### src/uadp_pkg.sv
// Package with the register map, field layouts, reset values and timing of the UART block.
`default_nettype none
package uadp_pkg;

	// APB byte offsets of the registers.
	localparam logic [7:0] UADP_OFS_STATUS = 8'h00;
	localparam logic [7:0] UADP_OFS_CTRL1  = 8'h04;
	localparam logic [7:0] UADP_OFS_CTRL2  = 8'h08;
	localparam logic [7:0] UADP_OFS_DATA   = 8'h0C;
	localparam logic [7:0] UADP_OFS_BAUD   = 8'h10;

	// Reset values.
	localparam logic [7:0] UADP_STATUS_RST = 8'h0B;
	localparam logic [7:0] UADP_CTRL1_RST  = 8'h00;
	localparam logic [7:0] UADP_CTRL2_RST  = 8'h00;
	localparam logic [7:0] UADP_BAUD_RST   = 8'h00;

	// Bit timing: sixteen baud ticks per bit, three samples around mid-bit.
	localparam logic [3:0] UADP_OS_LAST     = 4'hF;
	localparam logic [3:0] UADP_SMP_FIRST   = 4'h7;
	localparam logic [3:0] UADP_SMP_LAST    = 4'h9;
	localparam logic [1:0] UADP_LOW_SPD_PAD = 2'h3;
	localparam logic [3:0] UADP_BREAK_BITS  = 4'hD;

	// Frame layout: index of the first stop bit for eight data bits, no parity.
	localparam logic [3:0] UADP_STOP_IDX   = 4'h9;
	localparam logic [1:0] UADP_FIFO_DEPTH = 2'h2;

	typedef struct packed {
		logic parity_error_flag;
		logic nf;
		logic framing_error_flag;
		logic overrun_flag;
		logic receiver_idle_flag;
		logic receive_available_flag;
		logic transmitter_idle_flag;
		logic transmit_buffer_empty_flag;
	} uadp_status_s;

	typedef struct packed {
		logic on;
		logic nine;
		logic par_on;
		logic par_odd;
		logic two_stop;
		logic brk;
		logic rx8;
		logic tx8;
	} uadp_ctrl1_s;

	typedef struct packed {
		logic tx_on;
		logic rx_on;
		logic high_speed;
		logic addr_on;
		logic wake_on;
		logic receive_interrupt_on;
		logic tx_idle_interrupt_on;
		logic tx_empty_interrupt_on;
	} uadp_ctrl2_s;

	typedef struct packed {
		logic       nf;
		logic       framing_error_flag;
		logic       parity_error_flag;
		logic       ninth;
		logic [7:0] data;
	} uadp_rx_entry_s;

	typedef enum logic [2:0] {
		TX_IDLE  = 3'h1,
		TX_SHIFT = 3'h2,
		TX_BREAK = 3'h4
	} uadp_tx_state_e;

	typedef enum logic [1:0] {
		RX_IDLE  = 2'h1,
		RX_FRAME = 2'h2
	} uadp_rx_state_e;

endpackage
`default_nettype wire

### src/uadp_top.sv
// UART transceiver with shared data register, status flags and APB slave.
`timescale 1ns/10ps
`default_nettype none
module uadp_top
	import uadp_pkg::*;
(
	// System
	input  wire logic        CLK_SYS,
	input  wire logic        RST_N,
	// APB slave
	input  wire logic        PSEL,
	input  wire logic        PENABLE,
	input  wire logic        PWRITE,
	input  wire logic [7:0]  PADDR,
	input  wire logic [31:0] PWDATA,
	output logic      [31:0] PRDATA,
	output logic             PREADY,
	output logic             PSLVERR,
	// Serial pins
	output logic             TX_OUT,
	output logic             TX_OE,
	output logic             TX_PULL_EN,
	input  wire logic        RX_IN,
	output logic             RX_PULL_EN,
	input  wire logic        IO_PULL_TX,
	input  wire logic        IO_PULL_RX,
	// Power and interrupt
	input  wire logic        POWER_DOWN,
	output logic             WAKE_REQ,
	output logic             UART_IRQ
);

	uadp_ctrl1_s    ctrl1_q;
	uadp_ctrl2_s    ctrl2_q;
	logic [7:0]     baud_q;
	uadp_status_s   st;
	uadp_status_s   st_rd;
	logic           parity_error_flag_q, nf_q, framing_error_flag_q, overrun_flag_q, receive_available_flag_q, transmit_buffer_empty_flag_q, transmitter_idle_flag_q, receiver_idle_flag_q;
	logic           err_arm_q, receive_available_flag_arm_q, transmit_buffer_empty_flag_arm_q;
	logic           tx_en, rx_en, tx_kill, rx_kill, baud_tick;
	logic           setup, acc, hit, data_rd, data_wr, stat_rd;
	logic [7:0]     rd_byte;
	uadp_tx_state_e tx_state_q;
	logic [8:0]     tx_hold_q;
	logic           hold_full_q;
	logic [12:0]    tx_frame;
	logic [12:0]    tx_sr_q;
	logic [3:0]     tx_left_q, tx_os_q, tx_brk_cnt_q, tx_pidx;
	logic           tx_par, tx_bit, tx_load;
	uadp_rx_state_e rx_state_q;
	logic           rx_meta_q, rx_sync_q, rx_prev_q;
	logic [3:0]     rx_os_q, rx_idx_q, rx_stop_idx, rx_pidx;
	logic [11:0]    rx_bits_q;
	logic [2:0]     rx_smp_q;
	logic           rx_noise_q, rx_push_q, rx_maj, rx_noisy;
	uadp_rx_entry_s rx_entry;
	uadp_rx_entry_s fifo_q [2];
	uadp_rx_entry_s head;
	logic           wr_ptr_q, rd_ptr_q, push_ok, pop, head_last;
	logic [1:0]     cnt_q, cnt_next;

	assign tx_en   = ctrl1_q.on && ctrl2_q.tx_on;
	assign rx_en   = ctrl1_q.on && ctrl2_q.rx_on;
	assign tx_kill = !tx_en;
	assign rx_kill = !rx_en;

	uadp_baud u_baud (
		.clk        (CLK_SYS),
		.rst_n      (RST_N),
		.run        (ctrl1_q.on && (ctrl2_q.tx_on || ctrl2_q.rx_on)),
		.high_speed (ctrl2_q.high_speed),
		.divisor    (baud_q),
		.tick       (baud_tick)
	);

	// APB: no wait states; PREADY comes in the first access cycle and read data is captured into a flop in the setup cycle.
	assign setup   = PSEL && !PENABLE;
	assign acc     = PSEL && PENABLE && PREADY;
	assign data_rd = acc && !PWRITE && (PADDR == UADP_OFS_DATA);
	assign data_wr = acc && PWRITE && (PADDR == UADP_OFS_DATA);
	assign stat_rd = acc && !PWRITE && (PADDR == UADP_OFS_STATUS);

	assign st = '{parity_error_flag: parity_error_flag_q, nf: nf_q, framing_error_flag: framing_error_flag_q, overrun_flag: overrun_flag_q, receiver_idle_flag: receiver_idle_flag_q,
		receive_available_flag: receive_available_flag_q, transmitter_idle_flag: transmitter_idle_flag_q, transmit_buffer_empty_flag: transmit_buffer_empty_flag_q};
	assign st_rd = uadp_status_s'(PRDATA[7:0]);
	assign head  = fifo_q[rd_ptr_q];

	always_comb begin
		hit     = 1'b1;
		rd_byte = 8'h00;
		if (PADDR == UADP_OFS_STATUS) begin
			rd_byte = st;
		end else if (PADDR == UADP_OFS_CTRL1) begin
			// An empty buffer holds no ninth bit, so none is shown.
			rd_byte = {ctrl1_q[7:2], (cnt_q != 2'h0) && head.ninth, 1'b0};
		end else if (PADDR == UADP_OFS_CTRL2) begin
			rd_byte = ctrl2_q;
		end else if (PADDR == UADP_OFS_DATA) begin
			rd_byte = head.data;
		end else if (PADDR == UADP_OFS_BAUD) begin
			rd_byte = baud_q;
		end else begin
			hit = 1'b0;
		end
	end

	always_ff @(posedge CLK_SYS) begin
		if (!RST_N) begin
			PREADY  <= 1'b0;
			PSLVERR <= 1'b0;
			PRDATA  <= 32'h00000000;
		end else begin
			PREADY  <= setup;
			PSLVERR <= setup && !hit;
			if (setup) begin
				PRDATA <= {24'h000000, rd_byte};
			end
		end
	end

	// Control registers; status is never written.
	always_ff @(posedge CLK_SYS) begin
		if (!RST_N) begin
			ctrl1_q <= UADP_CTRL1_RST;
			ctrl2_q <= UADP_CTRL2_RST;
			baud_q  <= UADP_BAUD_RST;
		end else begin
			if (acc && PWRITE && PADDR == UADP_OFS_CTRL1) begin
				ctrl1_q     <= PWDATA[7:0];
				ctrl1_q.rx8 <= 1'b0;
			end
			if (acc && PWRITE && PADDR == UADP_OFS_CTRL2) begin
				ctrl2_q <= PWDATA[7:0];
			end
			if (acc && PWRITE && PADDR == UADP_OFS_BAUD) begin
				baud_q <= PWDATA[7:0];
			end
			if (!ctrl1_q.on) begin
				ctrl2_q.tx_on <= 1'b0;
				ctrl2_q.rx_on <= 1'b0;
				ctrl1_q.brk   <= 1'b0;
			end
		end
	end

	// Status read arms the clearing sequence; the next data access completes it.
	always_ff @(posedge CLK_SYS) begin
		if (!RST_N || !ctrl1_q.on) begin
			err_arm_q  <= 1'b0;
			receive_available_flag_arm_q <= 1'b0;
			transmit_buffer_empty_flag_arm_q <= 1'b0;
		end else if (stat_rd) begin
			err_arm_q  <= 1'b1;
			receive_available_flag_arm_q <= st_rd.receive_available_flag;
			transmit_buffer_empty_flag_arm_q <= st_rd.transmit_buffer_empty_flag;
		end else if (data_rd || data_wr) begin
			err_arm_q  <= 1'b0;
			receive_available_flag_arm_q <= 1'b0;
			transmit_buffer_empty_flag_arm_q <= 1'b0;
		end
	end

	// Transmit frame: start, data, optional ninth bit, optional parity, stop bits.
	always_comb begin
		tx_frame      = 13'h1FFF;
		tx_frame[0]   = 1'b0;
		tx_frame[8:1] = tx_hold_q[7:0];
		tx_par        = (^tx_hold_q[7:0]) ^ (ctrl1_q.nine && tx_hold_q[8]) ^ ctrl1_q.par_odd;
		tx_pidx       = UADP_STOP_IDX + {3'h0, ctrl1_q.nine};
		if (ctrl1_q.nine) begin
			tx_frame[9] = tx_hold_q[8];
		end
		if (ctrl1_q.par_on) begin
			tx_frame[tx_pidx] = tx_par;
		end
	end

	assign tx_bit  = baud_tick && (tx_os_q == UADP_OS_LAST);
	assign tx_load = (tx_state_q == TX_IDLE) && hold_full_q;

	always_ff @(posedge CLK_SYS) begin
		if (!RST_N || tx_kill) begin
			tx_state_q   <= TX_IDLE;
			tx_hold_q    <= 9'h000;
			hold_full_q  <= 1'b0;
			tx_sr_q      <= 13'h1FFF;
			tx_left_q    <= 4'h0;
			tx_os_q      <= 4'h0;
			tx_brk_cnt_q <= 4'h0;
			TX_OUT       <= 1'b1;
		end else begin
			if (tx_state_q != TX_IDLE && baud_tick) begin
				tx_os_q <= tx_os_q + 4'h1;
			end
			case (tx_state_q)
				TX_IDLE: begin
					tx_os_q <= 4'h0;
					if (hold_full_q) begin
						tx_state_q  <= TX_SHIFT;
						TX_OUT      <= tx_frame[0];
						tx_sr_q     <= {1'b1, tx_frame[12:1]};
						tx_left_q   <= tx_pidx + {3'h0, ctrl1_q.par_on} + {3'h0, ctrl1_q.two_stop};
						hold_full_q <= 1'b0;
					end else if (ctrl1_q.brk) begin
						tx_state_q   <= TX_BREAK;
						TX_OUT       <= 1'b0;
						tx_brk_cnt_q <= 4'h0;
					end
				end
				TX_SHIFT: begin
					if (tx_bit) begin
						if (tx_left_q == 4'h0) begin
							tx_state_q <= TX_IDLE;
						end else begin
							TX_OUT    <= tx_sr_q[0];
							tx_sr_q   <= {1'b1, tx_sr_q[12:1]};
							tx_left_q <= tx_left_q - 4'h1;
						end
					end
				end
				TX_BREAK: begin
					if (tx_brk_cnt_q == UADP_BREAK_BITS && !ctrl1_q.brk) begin
						tx_state_q <= TX_IDLE;
						TX_OUT     <= 1'b1;
					end else if (tx_bit && tx_brk_cnt_q != UADP_BREAK_BITS) begin
						tx_brk_cnt_q <= tx_brk_cnt_q + 4'h1;
					end
				end
				default: begin
					tx_state_q <= TX_IDLE;
				end
			endcase
			if (data_wr) begin
				tx_hold_q   <= {ctrl1_q.tx8, PWDATA[7:0]};
				hold_full_q <= 1'b1;
			end
		end
	end

	// Transmit flags; a load in the clearing cycle keeps the flag set.
	always_ff @(posedge CLK_SYS) begin
		if (!RST_N || tx_kill) begin
			transmit_buffer_empty_flag_q  <= 1'b1;
			transmitter_idle_flag_q <= 1'b1;
		end else begin
			if (transmit_buffer_empty_flag_arm_q && data_wr) begin
				transmit_buffer_empty_flag_q <= 1'b0;
			end
			if (tx_load) begin
				transmit_buffer_empty_flag_q <= 1'b1;
			end
			transmitter_idle_flag_q <= transmit_buffer_empty_flag_q && !hold_full_q && (tx_state_q == TX_IDLE) && !ctrl1_q.brk
				&& !data_wr;
		end
	end

	// Receive pin synchroniser and mid-bit majority vote.
	always_ff @(posedge CLK_SYS) begin
		if (!RST_N) begin
			rx_meta_q <= 1'b1;
			rx_sync_q <= 1'b1;
			rx_prev_q <= 1'b1;
		end else begin
			rx_meta_q <= RX_IN;
			rx_sync_q <= rx_meta_q;
			rx_prev_q <= rx_sync_q;
		end
	end

	assign rx_maj   = (rx_smp_q[0] && rx_smp_q[1]) || (rx_smp_q[0] && rx_smp_q[2])
		|| (rx_smp_q[1] && rx_smp_q[2]);
	assign rx_noisy = (rx_smp_q != 3'h0) && (rx_smp_q != 3'h7);
	assign rx_pidx     = UADP_STOP_IDX + {3'h0, ctrl1_q.nine};
	assign rx_stop_idx = rx_pidx + {3'h0, ctrl1_q.par_on};

	always_ff @(posedge CLK_SYS) begin
		if (!RST_N || rx_kill) begin
			rx_state_q <= RX_IDLE;
			receiver_idle_flag_q    <= 1'b1;
			rx_os_q    <= 4'h0;
			rx_idx_q   <= 4'h0;
			rx_smp_q   <= 3'h7;
			rx_noise_q <= 1'b0;
			rx_push_q  <= 1'b0;
			rx_bits_q  <= 12'hFFF;
		end else begin
			rx_push_q <= 1'b0;
			case (rx_state_q)
				RX_IDLE: begin
					if (!rx_sync_q) begin
						rx_state_q <= RX_FRAME;
						receiver_idle_flag_q    <= 1'b0;
						rx_os_q    <= 4'h0;
						rx_idx_q   <= 4'h0;
						rx_noise_q <= 1'b0;
					end
				end
				RX_FRAME: begin
					if (baud_tick) begin
						rx_os_q <= rx_os_q + 4'h1;
						if (rx_os_q >= UADP_SMP_FIRST && rx_os_q <= UADP_SMP_LAST) begin
							rx_smp_q <= {rx_smp_q[1:0], rx_sync_q};
						end
						if (rx_os_q == UADP_OS_LAST) begin
							if (rx_idx_q == 4'h0 && rx_maj) begin
								rx_state_q <= RX_IDLE; // A glitch, not a start bit.
								receiver_idle_flag_q    <= 1'b1;
							end else begin
								rx_bits_q[rx_idx_q] <= rx_maj;
								rx_noise_q <= rx_noise_q || rx_noisy;
								rx_idx_q   <= rx_idx_q + 4'h1;
								if (rx_idx_q == rx_stop_idx) begin
									rx_state_q <= RX_IDLE;
									receiver_idle_flag_q    <= 1'b1;
									rx_push_q  <= 1'b1;
								end
							end
						end
					end
				end
				default: begin
					rx_state_q <= RX_IDLE;
				end
			endcase
		end
	end

	// Completed character with its error bits, valid while rx_push_q is high.
	always_comb begin
		rx_entry       = '0;
		rx_entry.data  = rx_bits_q[8:1];
		rx_entry.ninth = ctrl1_q.nine && rx_bits_q[9];
		rx_entry.parity_error_flag  = ctrl1_q.par_on && ((^rx_bits_q[8:1]) ^ rx_entry.ninth
			^ rx_bits_q[rx_pidx] ^ ctrl1_q.par_odd);
		rx_entry.framing_error_flag  = !rx_bits_q[rx_stop_idx];
		rx_entry.nf    = rx_noise_q;
	end

	// Two-entry receive FIFO; an overrun blocks transfers until it is cleared.
	assign push_ok  = rx_push_q && (cnt_q != UADP_FIFO_DEPTH) && !overrun_flag_q;
	assign pop      = data_rd && (cnt_q != 2'h0);
	assign cnt_next = cnt_q + {1'b0, push_ok} - {1'b0, pop};

	always_ff @(posedge CLK_SYS) begin
		if (!RST_N || rx_kill) begin
			cnt_q    <= 2'h0;
			wr_ptr_q <= 1'b0;
			rd_ptr_q <= 1'b0;
		end else begin
			cnt_q <= cnt_next;
			if (push_ok) begin
				wr_ptr_q <= !wr_ptr_q;
			end
			if (pop) begin
				rd_ptr_q <= !rd_ptr_q;
			end
		end
	end

	always_ff @(posedge CLK_SYS) begin
		if (push_ok) begin
			fifo_q[wr_ptr_q] <= rx_entry;
		end
	end

	// Receive flags: a new event in the clearing cycle wins over the clear.
	always_ff @(posedge CLK_SYS) begin
		if (!RST_N || !ctrl1_q.on) begin
			parity_error_flag_q <= 1'b0;
			nf_q   <= 1'b0;
			framing_error_flag_q <= 1'b0;
			overrun_flag_q <= 1'b0;
			receive_available_flag_q <= 1'b0;
		end else begin
			if (err_arm_q && (data_rd || data_wr)) begin
				parity_error_flag_q <= 1'b0;
				nf_q   <= 1'b0;
				framing_error_flag_q <= 1'b0;
				overrun_flag_q <= 1'b0;
			end
			if (rx_kill || (receive_available_flag_arm_q && data_rd && cnt_next == 2'h0)) begin
				receive_available_flag_q <= 1'b0;
			end
			if (push_ok) begin
				receive_available_flag_q <= 1'b1;
				if (rx_entry.parity_error_flag) begin
					parity_error_flag_q <= 1'b1;
				end
				if (rx_entry.nf) begin
					nf_q <= 1'b1;
				end
				if (rx_entry.framing_error_flag) begin
					framing_error_flag_q <= 1'b1;
				end
			end
			if (rx_push_q && cnt_q == UADP_FIFO_DEPTH) begin
				overrun_flag_q <= 1'b1;
			end
		end
	end

	assign head_last = ctrl1_q.nine ? head.ninth : head.data[7];

	// Pins, wake-up and the shared interrupt.
	always_ff @(posedge CLK_SYS) begin
		if (!RST_N) begin
			TX_OE      <= 1'b0;
			TX_PULL_EN <= 1'b0;
			RX_PULL_EN <= 1'b0;
			WAKE_REQ   <= 1'b0;
			UART_IRQ   <= 1'b0;
		end else begin
			TX_OE      <= tx_en;
			TX_PULL_EN <= !tx_en && IO_PULL_TX;
			RX_PULL_EN <= !rx_en && IO_PULL_RX;
			WAKE_REQ   <= POWER_DOWN && ctrl2_q.wake_on && rx_prev_q && !rx_sync_q;
			UART_IRQ   <= (ctrl2_q.receive_interrupt_on && (receive_available_flag_q || overrun_flag_q))
				|| (ctrl2_q.addr_on && receive_available_flag_q && head_last)
				|| (ctrl2_q.tx_empty_interrupt_on && transmit_buffer_empty_flag_q)
				|| (ctrl2_q.tx_idle_interrupt_on && transmitter_idle_flag_q);
		end
	end

endmodule
`default_nettype wire

### src/uadp_baud.sv
// Baud rate generator producing the sixteen-times oversampling tick.
`timescale 1ns/10ps
`default_nettype none
module uadp_baud
	import uadp_pkg::*;
(
	// Clock and reset
	input  wire logic       clk,
	input  wire logic       rst_n,
	// Control
	input  wire logic       run,
	input  wire logic       high_speed,
	input  wire logic [7:0] divisor,
	// Tick
	output logic            tick
);

	logic [9:0] cnt_q;
	logic [9:0] limit;

	// Low speed divides four times further than high speed.
	always_comb begin
		if (high_speed) begin
			limit = {2'h0, divisor};
		end else begin
			limit = {divisor, UADP_LOW_SPD_PAD};
		end
	end

	always_ff @(posedge clk) begin
		if (!rst_n || !run) begin
			cnt_q <= 10'h000;
			tick  <= 1'b0;
		end else if (cnt_q >= limit) begin
			cnt_q <= 10'h000;
			tick  <= 1'b1;
		end else begin
			cnt_q <= cnt_q + 10'h001;
			tick  <= 1'b0;
		end
	end

endmodule
`default_nettype wire

### config.mk
export PLATFORM = sky130hd
export DESIGN_NAME = uadp_top
export DESIGN_NICKNAME = d
export VERILOG_FILES = /design/src/uadp_pkg.sv /design/src/uadp_top.sv /design/src/uadp_baud.sv
export SDC_FILE = /design/constraint.sdc
export NUM_CORES = 1
export LEC_CHECK = 0
export ABC_AREA = 1
export BUFFER_PORTS_ARGS = -buffer_cell sky130_fd_sc_hd__buf_4
export CORE_ASPECT_RATIO = 0.7
export CORE_MARGIN = 2
export CORE_UTILIZATION = 45
export CTS_CLUSTER_DIAMETER = 80
export DETAILED_ROUTE_END_ITERATION = 8
export PLACE_DENSITY = 0.68
export SYNTH_ARGS = -nofsm -noshare
export SYNTH_HDL_FRONTEND = slang
export SYNTH_SLANG_ARGS = --single-unit
### constraint.sdc
create_clock -name CLK_SYS -period 2.28 [get_ports CLK_SYS]
set_input_delay 0.57 -clock CLK_SYS [delete_from_list [all_inputs] [get_ports CLK_SYS]]
set_output_delay 0.57 -clock CLK_SYS [all_outputs]
set_load 0.05 [all_outputs]
[Word-level counts from Yosys, hierarchy flattened]
Memory sizes are Yosys's and may differ from the RTL's. A register that Yosys moved wholly into a read port is not among the register bits.
Index checks and enable logic that the tools add are counted.
W data, S select, Z words.
Word-level totals
  register bits after elaboration: 133
  bits in writable memories: 24
  output and inout port bits: 40
  memories: 1
Memories
  fifo_q: depth 2, bits a word 12, rd ports 1, clocked after Yosys merged registers in 1, write ports 1, line uadp_top.sv:57  | uadp_rx_entry_s fifo_q [2];
Operators by class
  equal/unequal tests: 33
  muxes and demuxes: 97
  bitwise logic cells: 9
  reductions and logical operators: 115
  magnitude comparators: 8
  add/sub/neg operators: 11
Operators with widths (count)
  $logic_and A1 B1 Y1: 54
  $mux W13: 4
  $mux W1: 49
  $mux W4: 12
  $mux W8: 5
  $pmux W4 S2: 4
  $ne A2 B2 Y1 const B: 13
  $pmux W13 S2: 1
  $reduce_and A5 Y1: 4
  $add A4 B1 Y4 const B: 4
  $eq A8 B4 Y1 const B: 2
  $logic_not A1 Y1: 16
  $reduce_and A4 Y1: 4
  $reduce_bool A2 Y1: 8
  $reduce_xor A8 Y1: 2
  $lt A4 B5 Y1 const B: 3
  $mux W3: 5
  $logic_or A1 B1 Y1: 14
  $bwmux W13: 1
  $bwmux W12: 1
  $eq A4 B4 Y1 const B: 3
  $add A10 B1 Y10 const B: 1
  $ge A10 B10 Y1: 1
  $mux W10: 1
  other kinds (37): 61

[Longest topological paths before layout]
  depth in word-level cells: 11
  gate-level depth with buffers: 13
  gate-level depth less buffers: 13

[Modules after synthesis]
A second synthesis with hierarchy kept.
Second synthesis, totals
  cells, all modules: 980
  area, all modules: 7519.7 sq um
By module, submodules not included
  uadp_top: area each 6670.1 sq um, cells an instance 866, instances 1, sequential area each 2922.8 sq um
  uadp_baud: area each 849.6 sq um, cells an instance 114, instances 1, sequential area each 220.2 sq um

[Worst setup path after synthesis]
No wires, ideal clock.
  path kind: input-to-reg
  from: input port PADDR[7]
  to: register receive_available_flag_q
  stages on the path: 13
  setup time: 0.137 ns
  path buffers: 0
  path slack: -0.104 ns
  data arrival time: 2.248 ns
  cells stage by stage: nor2_1 nand2_1 nor2_4 nand4_1 nor4_1 ha_1 inv_1 ha_1 xnor2_1 xor2_1 nand3_1 o21bai_1 a21oi_1
Between the ends
  cells in the longest elaborated chain, start to end: 8
  elaborated cells between the ends (all ways): 9
  classes of those cells: 1 x add/sub; 1 x eq/ne; 7 x reduce/logical
RTL lines
  start: declaration: line uadp_top.sv:14  | input wire logic [7:0] PADDR,
  $eq A8 B4 Y1: line uadp_top.sv:79  | assign data_rd = acc && !PWRITE && (PADDR == UADP_OFS_DATA);
  $logic_and A1 B1 Y1: line uadp_top.sv:79
  $logic_and A1 B1 Y1: line uadp_top.sv:341  | assign pop = data_rd && (cnt_q != 2'h0);
  net pop: line uadp_top.sv:59  | logic wr_ptr_q, rd_ptr_q, push_ok, pop, head_last;
  $sub A2 B1 Y2: line uadp_top.sv:342  | assign cnt_next = cnt_q + {1'b0, push_ok} - {1'b0, pop};
  $logic_not A2 Y1: line uadp_top.sv:381  | if (rx_kill || (receive_available_flag_arm_q && data_rd && cnt_next == 2'h0)) begin
  $logic_and A1 B1 Y1: line uadp_top.sv:381
  $logic_or A1 B1 Y1: line uadp_top.sv:381
  $reduce_bool A2 Y1 (no line)
  end signal: assignment: line uadp_top.sv:373  | receive_available_flag_q <= 1'b0;
  end signal: assignment: line uadp_top.sv:382  | receive_available_flag_q <= 1'b0;
  end signal: assignment: line uadp_top.sv:385  | receive_available_flag_q <= 1'b1;
  end: declaration: line uadp_top.sv:38  | logic parity_error_flag_q, nf_q, framing_error_flag_q, overrun_flag_q, receive_available_flag_q, transmit_buff ...
The timed path passes the listed nets, and every way through them passes these cells.
A chain may end at the register's enable or synchronous reset.

[Final worst setup path]
Ends and elaborated chain as after synthesis.

==> results.json <==
{
  "status": "finished clean",
  "cts_tree": "done",
  "cts_hold_buffers": 0,
  "switchingPower_mw": 1.29,
  "min_path_cells": 2,
  "coreArea_um2": 16400,
  "power_mw": 5.76,
  "die_area_um2": 17900,
  "rsz0062_at_grt": "yes",
  "switching_share_pct": 22.4,
  "antennaDiodeCount": 0,
  "grt_pass1_vias": 6053,
  "synth_top_area_share_pct": 34.4,
  "endpoint_kind": "flop",
  "clk_latency_ps": 430,
  "dr_total_vias": 6593,
  "hold_viol": 0,
  "syn_inst": 1009,
  "root_buffer": "clkbuf_16",
  "arrival_ps": 2370,
  "hold_class": "input port to flop",
  "min_period_ps": 2050,
  "rr_worst_depth": 9,
  "gp_congestion": 0.855,
  "htree_num_levels": 4,
  "setup_viol": 0,
  "routed_wl_mm": 18.1,
  "gr-usage-all-layers_pct": 21.0,
  "synth_area_um2": 7570,
  "drc": 0,
  "synth_edf_count": 18,
  "maxSlewViolCount": 0,
  "crit_path_max_fanout": 2,
  "p_leak_nw": 3.73,
  "synth.distinct_cells": 49,
  "pre_cts_slack_ps": -267,
  "max_slew_margin_pct": 49.2,
  "cts_max_path_buffers": 2,
  "tns_ps": 0,
  "port_buffers": 40,
  "nets": 1147,
  "fin_cells": 1307,
  "dr.pass1.iters": 7,
  "period_share_pct": 90.1,
  "grt_pass1_wl_mm": 30.2,
  "required_ps": 2590,
  "max_freq_ghz": 0.487,
  "clkTransAtPathRegs_ps": 60,
  "die_y_um": 113,
  "vias_per_cell": 5.04,
  "worst_pin_slew_ps": 759,
  "setup_ws_ps": 226,
  "numCtsBuffers": 17,
  "critPathSlowestCell": "ha_1",
  "nFillCells": 1612,
  "crit_chain": "buf_4 > nor2_1 > nand2_1 > nor2_4 > nand4_1 > nor4_2 > ha_1 > inv_1 > ha_1 > xnor2_1 > xor2_1 > nand3_1 > o21bai_1 > a21oi_1",
  "p_per_area_nw_per_um2": 659,
  "synthArstFlopShare_pct": 0,
  "std_cell_rows": 39,
  "rrSetupSlack_ps": 240,
  "syn_area_per_cell_um2": 7.50,
  "areaGrowthSynthToFinish_pct": 15.4,
  "grt_max_degree": 26,
  "yosysWarnings": 0,
  "cts_setup_buffers": 0,
  "crit_type": "input port to flop",
  "ys_seq_elements": 148,
  "cpMostUsedCell": "ha_1",
  "power_frac_clock_pct": 49.2,
  "yosysTopAreaCell": "dfxtp_1",
  "ant_nets": 0,
  "grt.overflow.total": 0,
  "initial_core_util_pct": 46.2,
  "cts_sinks": 148,
  "drt_iter0_drc": 562,
  "synth-main-ff-cell": "dfxtp_1",
  "die_x_um": 159,
  "ys_top_cells_by_area": "dfxtp_1 34%, nand2_1 11%, edfxtp_1 7.1%",
  "layout-drive-gt1-share_pct": 13.7,
  "synth-seq-area-share_pct": 41.5,
  "ios": 89,
  "slowest_delay_ps": 260,
  "antenna_found_initial": 0,
  "dp_hpwl_mm": 13.6,
  "skew_ps": 11.3,
  "post_drt_wl_per_cell_um": 13.8,
  "maxCapViolations": 0,
  "combPwrFrac_pct": 4.8,
  "place_inst": 1276,
  "p_int_mw": 4.47,
  "vdd_drop_max_mv": 0.406,
  "p_seq_share_pct": 46.1,
  "startpoint_type": "input port"
}
power by group through the flow:
stage                     logic (mW)  clock network, mW  registers, mW
final                          0.274               2.83           2.65
after CTS                      0.272               2.86           2.65
after global placement         0.270                  0           2.71
after global routing           0.289               2.99           2.65
after floorplan                0.173                  0           2.75
after detailed placement       0.271                  0           2.71
placed cells by master, fill, tap and decap left out, drive strengths merged, types with 17 or more instances in the layout:
cell type,n
clkbuf,23
xor2,17
nor2,106
inv,125
nand3,62
dfxtp,130
nand2,226
o21ai,84
nor3,21
edfxtp,18
conb,24
ha,28
buf,66
a21oi,74
cell usage after synthesis, types with 5 or more instances:
library cell    n
clkbuf_1       12
o211ai_1       16
a211oi_1        5
nand2_1       219
ha_1           28
xor2_1         17
nor2_2         12
inv_1         117
xnor2_1        10
inv_2           8
nand3_1        59
o21ai_1        25
buf_4          27
nand4_1         8
nor2_1         88
nor3_1         19
o21ai_0        59
dfxtp_1       130
nand2_2         6
edfxtp_1       18
a21oi_1        72
nor4_1          5
nor2_4          5
state kept, by name, summed over array words and instances (netlist names), 2 cells and up, named ones only:
register	count
tx_os_q	4
tx_hold_q	9
baud_q	8
rx_state_q	2
tx_sr_q	10
rx_bits_q	11
PRDATA	8
fifo_q	18
rx_os_q	4
cnt_q	2
ctrl1_q	7
tx_left_q	4
ctrl2_q	8
rx_idx_q	4
rx_smp_q	3
tx_brk_cnt_q	4
tx_state_q	3
u_baud.cnt_q	10
worst max-delay path: cells and delay by family:
kind                       cells  cell delay, ps
AOI/OAI and AO/OA              2             200
buffers and inverters          2             160
adders and majority gates      2             410
xor gates and xnor gates       2             350
and+or+nand+nor                6             670
stage by stage:
step	area [um2]	utilization (%)	hold WS [ps]
finish	8730	53.3	333
global route	8730	53.3	331
CTS	8730	53.2	316
detailed placement	8130	49.6	404
global placement	8130	49.6	410
floorplan	7660	-	393
worst paths after layout:
kind | start | to
worst max register to register | ctrl1_q[5]$_SDFFE_PN0P_ | tx_left_q[2]$_SDFFE_PP0P_
worst min-delay path | RX_IN | rx_meta_q$_SDFF_PN1_
worst min register to register | rx_meta_q$_SDFF_PN1_ | rx_sync_q$_SDFF_PN1_
worst max-delay path | PADDR[7] | receive_available_flag_q$_SDFFE_PN0P_
area by class of cell:
class                           count  area, um2  area share (%)
Sequential cell                   148       3140            36.0
Inverter                          128        482            5.51
Clock buffer                       23        499            5.72
Tap cell                          225        282            3.22
Multi-Input combinational cell    709       3730            42.8
Timing Repair Buffer               66        495            5.67
Clock inverter                      8       98.8            1.13
logic make-up after synthesis:
group | synth area share [%]
xor gates and xnor gates | 3.12
DFF | 41.5
adders and majority gates | 4.63
and+or+nand+nor | 25.4
muxes | 0.859
other | 0.0495
AOI/OAI and AO/OA | 14.0
buffers and inverters | 10.4
routing by layer:
| metal | part of all wire [%] | global-route usage [%] | vias to the layer above |
|---|---|---|---|
| met4 | 1.3 | 6.06 | 0 |
| met3 | 7.0 | 4.43 | 19 |
| li1 | - | - | 3391 |
| met1 | 50 | 30.7 | 3029 |
| met5 | 0 | 0 | - |
| met2 | 42 | 31.2 | 154 |
repair_timing:
item,CTS,global route
gates resized for setup,0,2
endpoints found under the hold margin,0,0
endpoints found under the setup margin,0,10
Power figures use the tool's default switching activity.
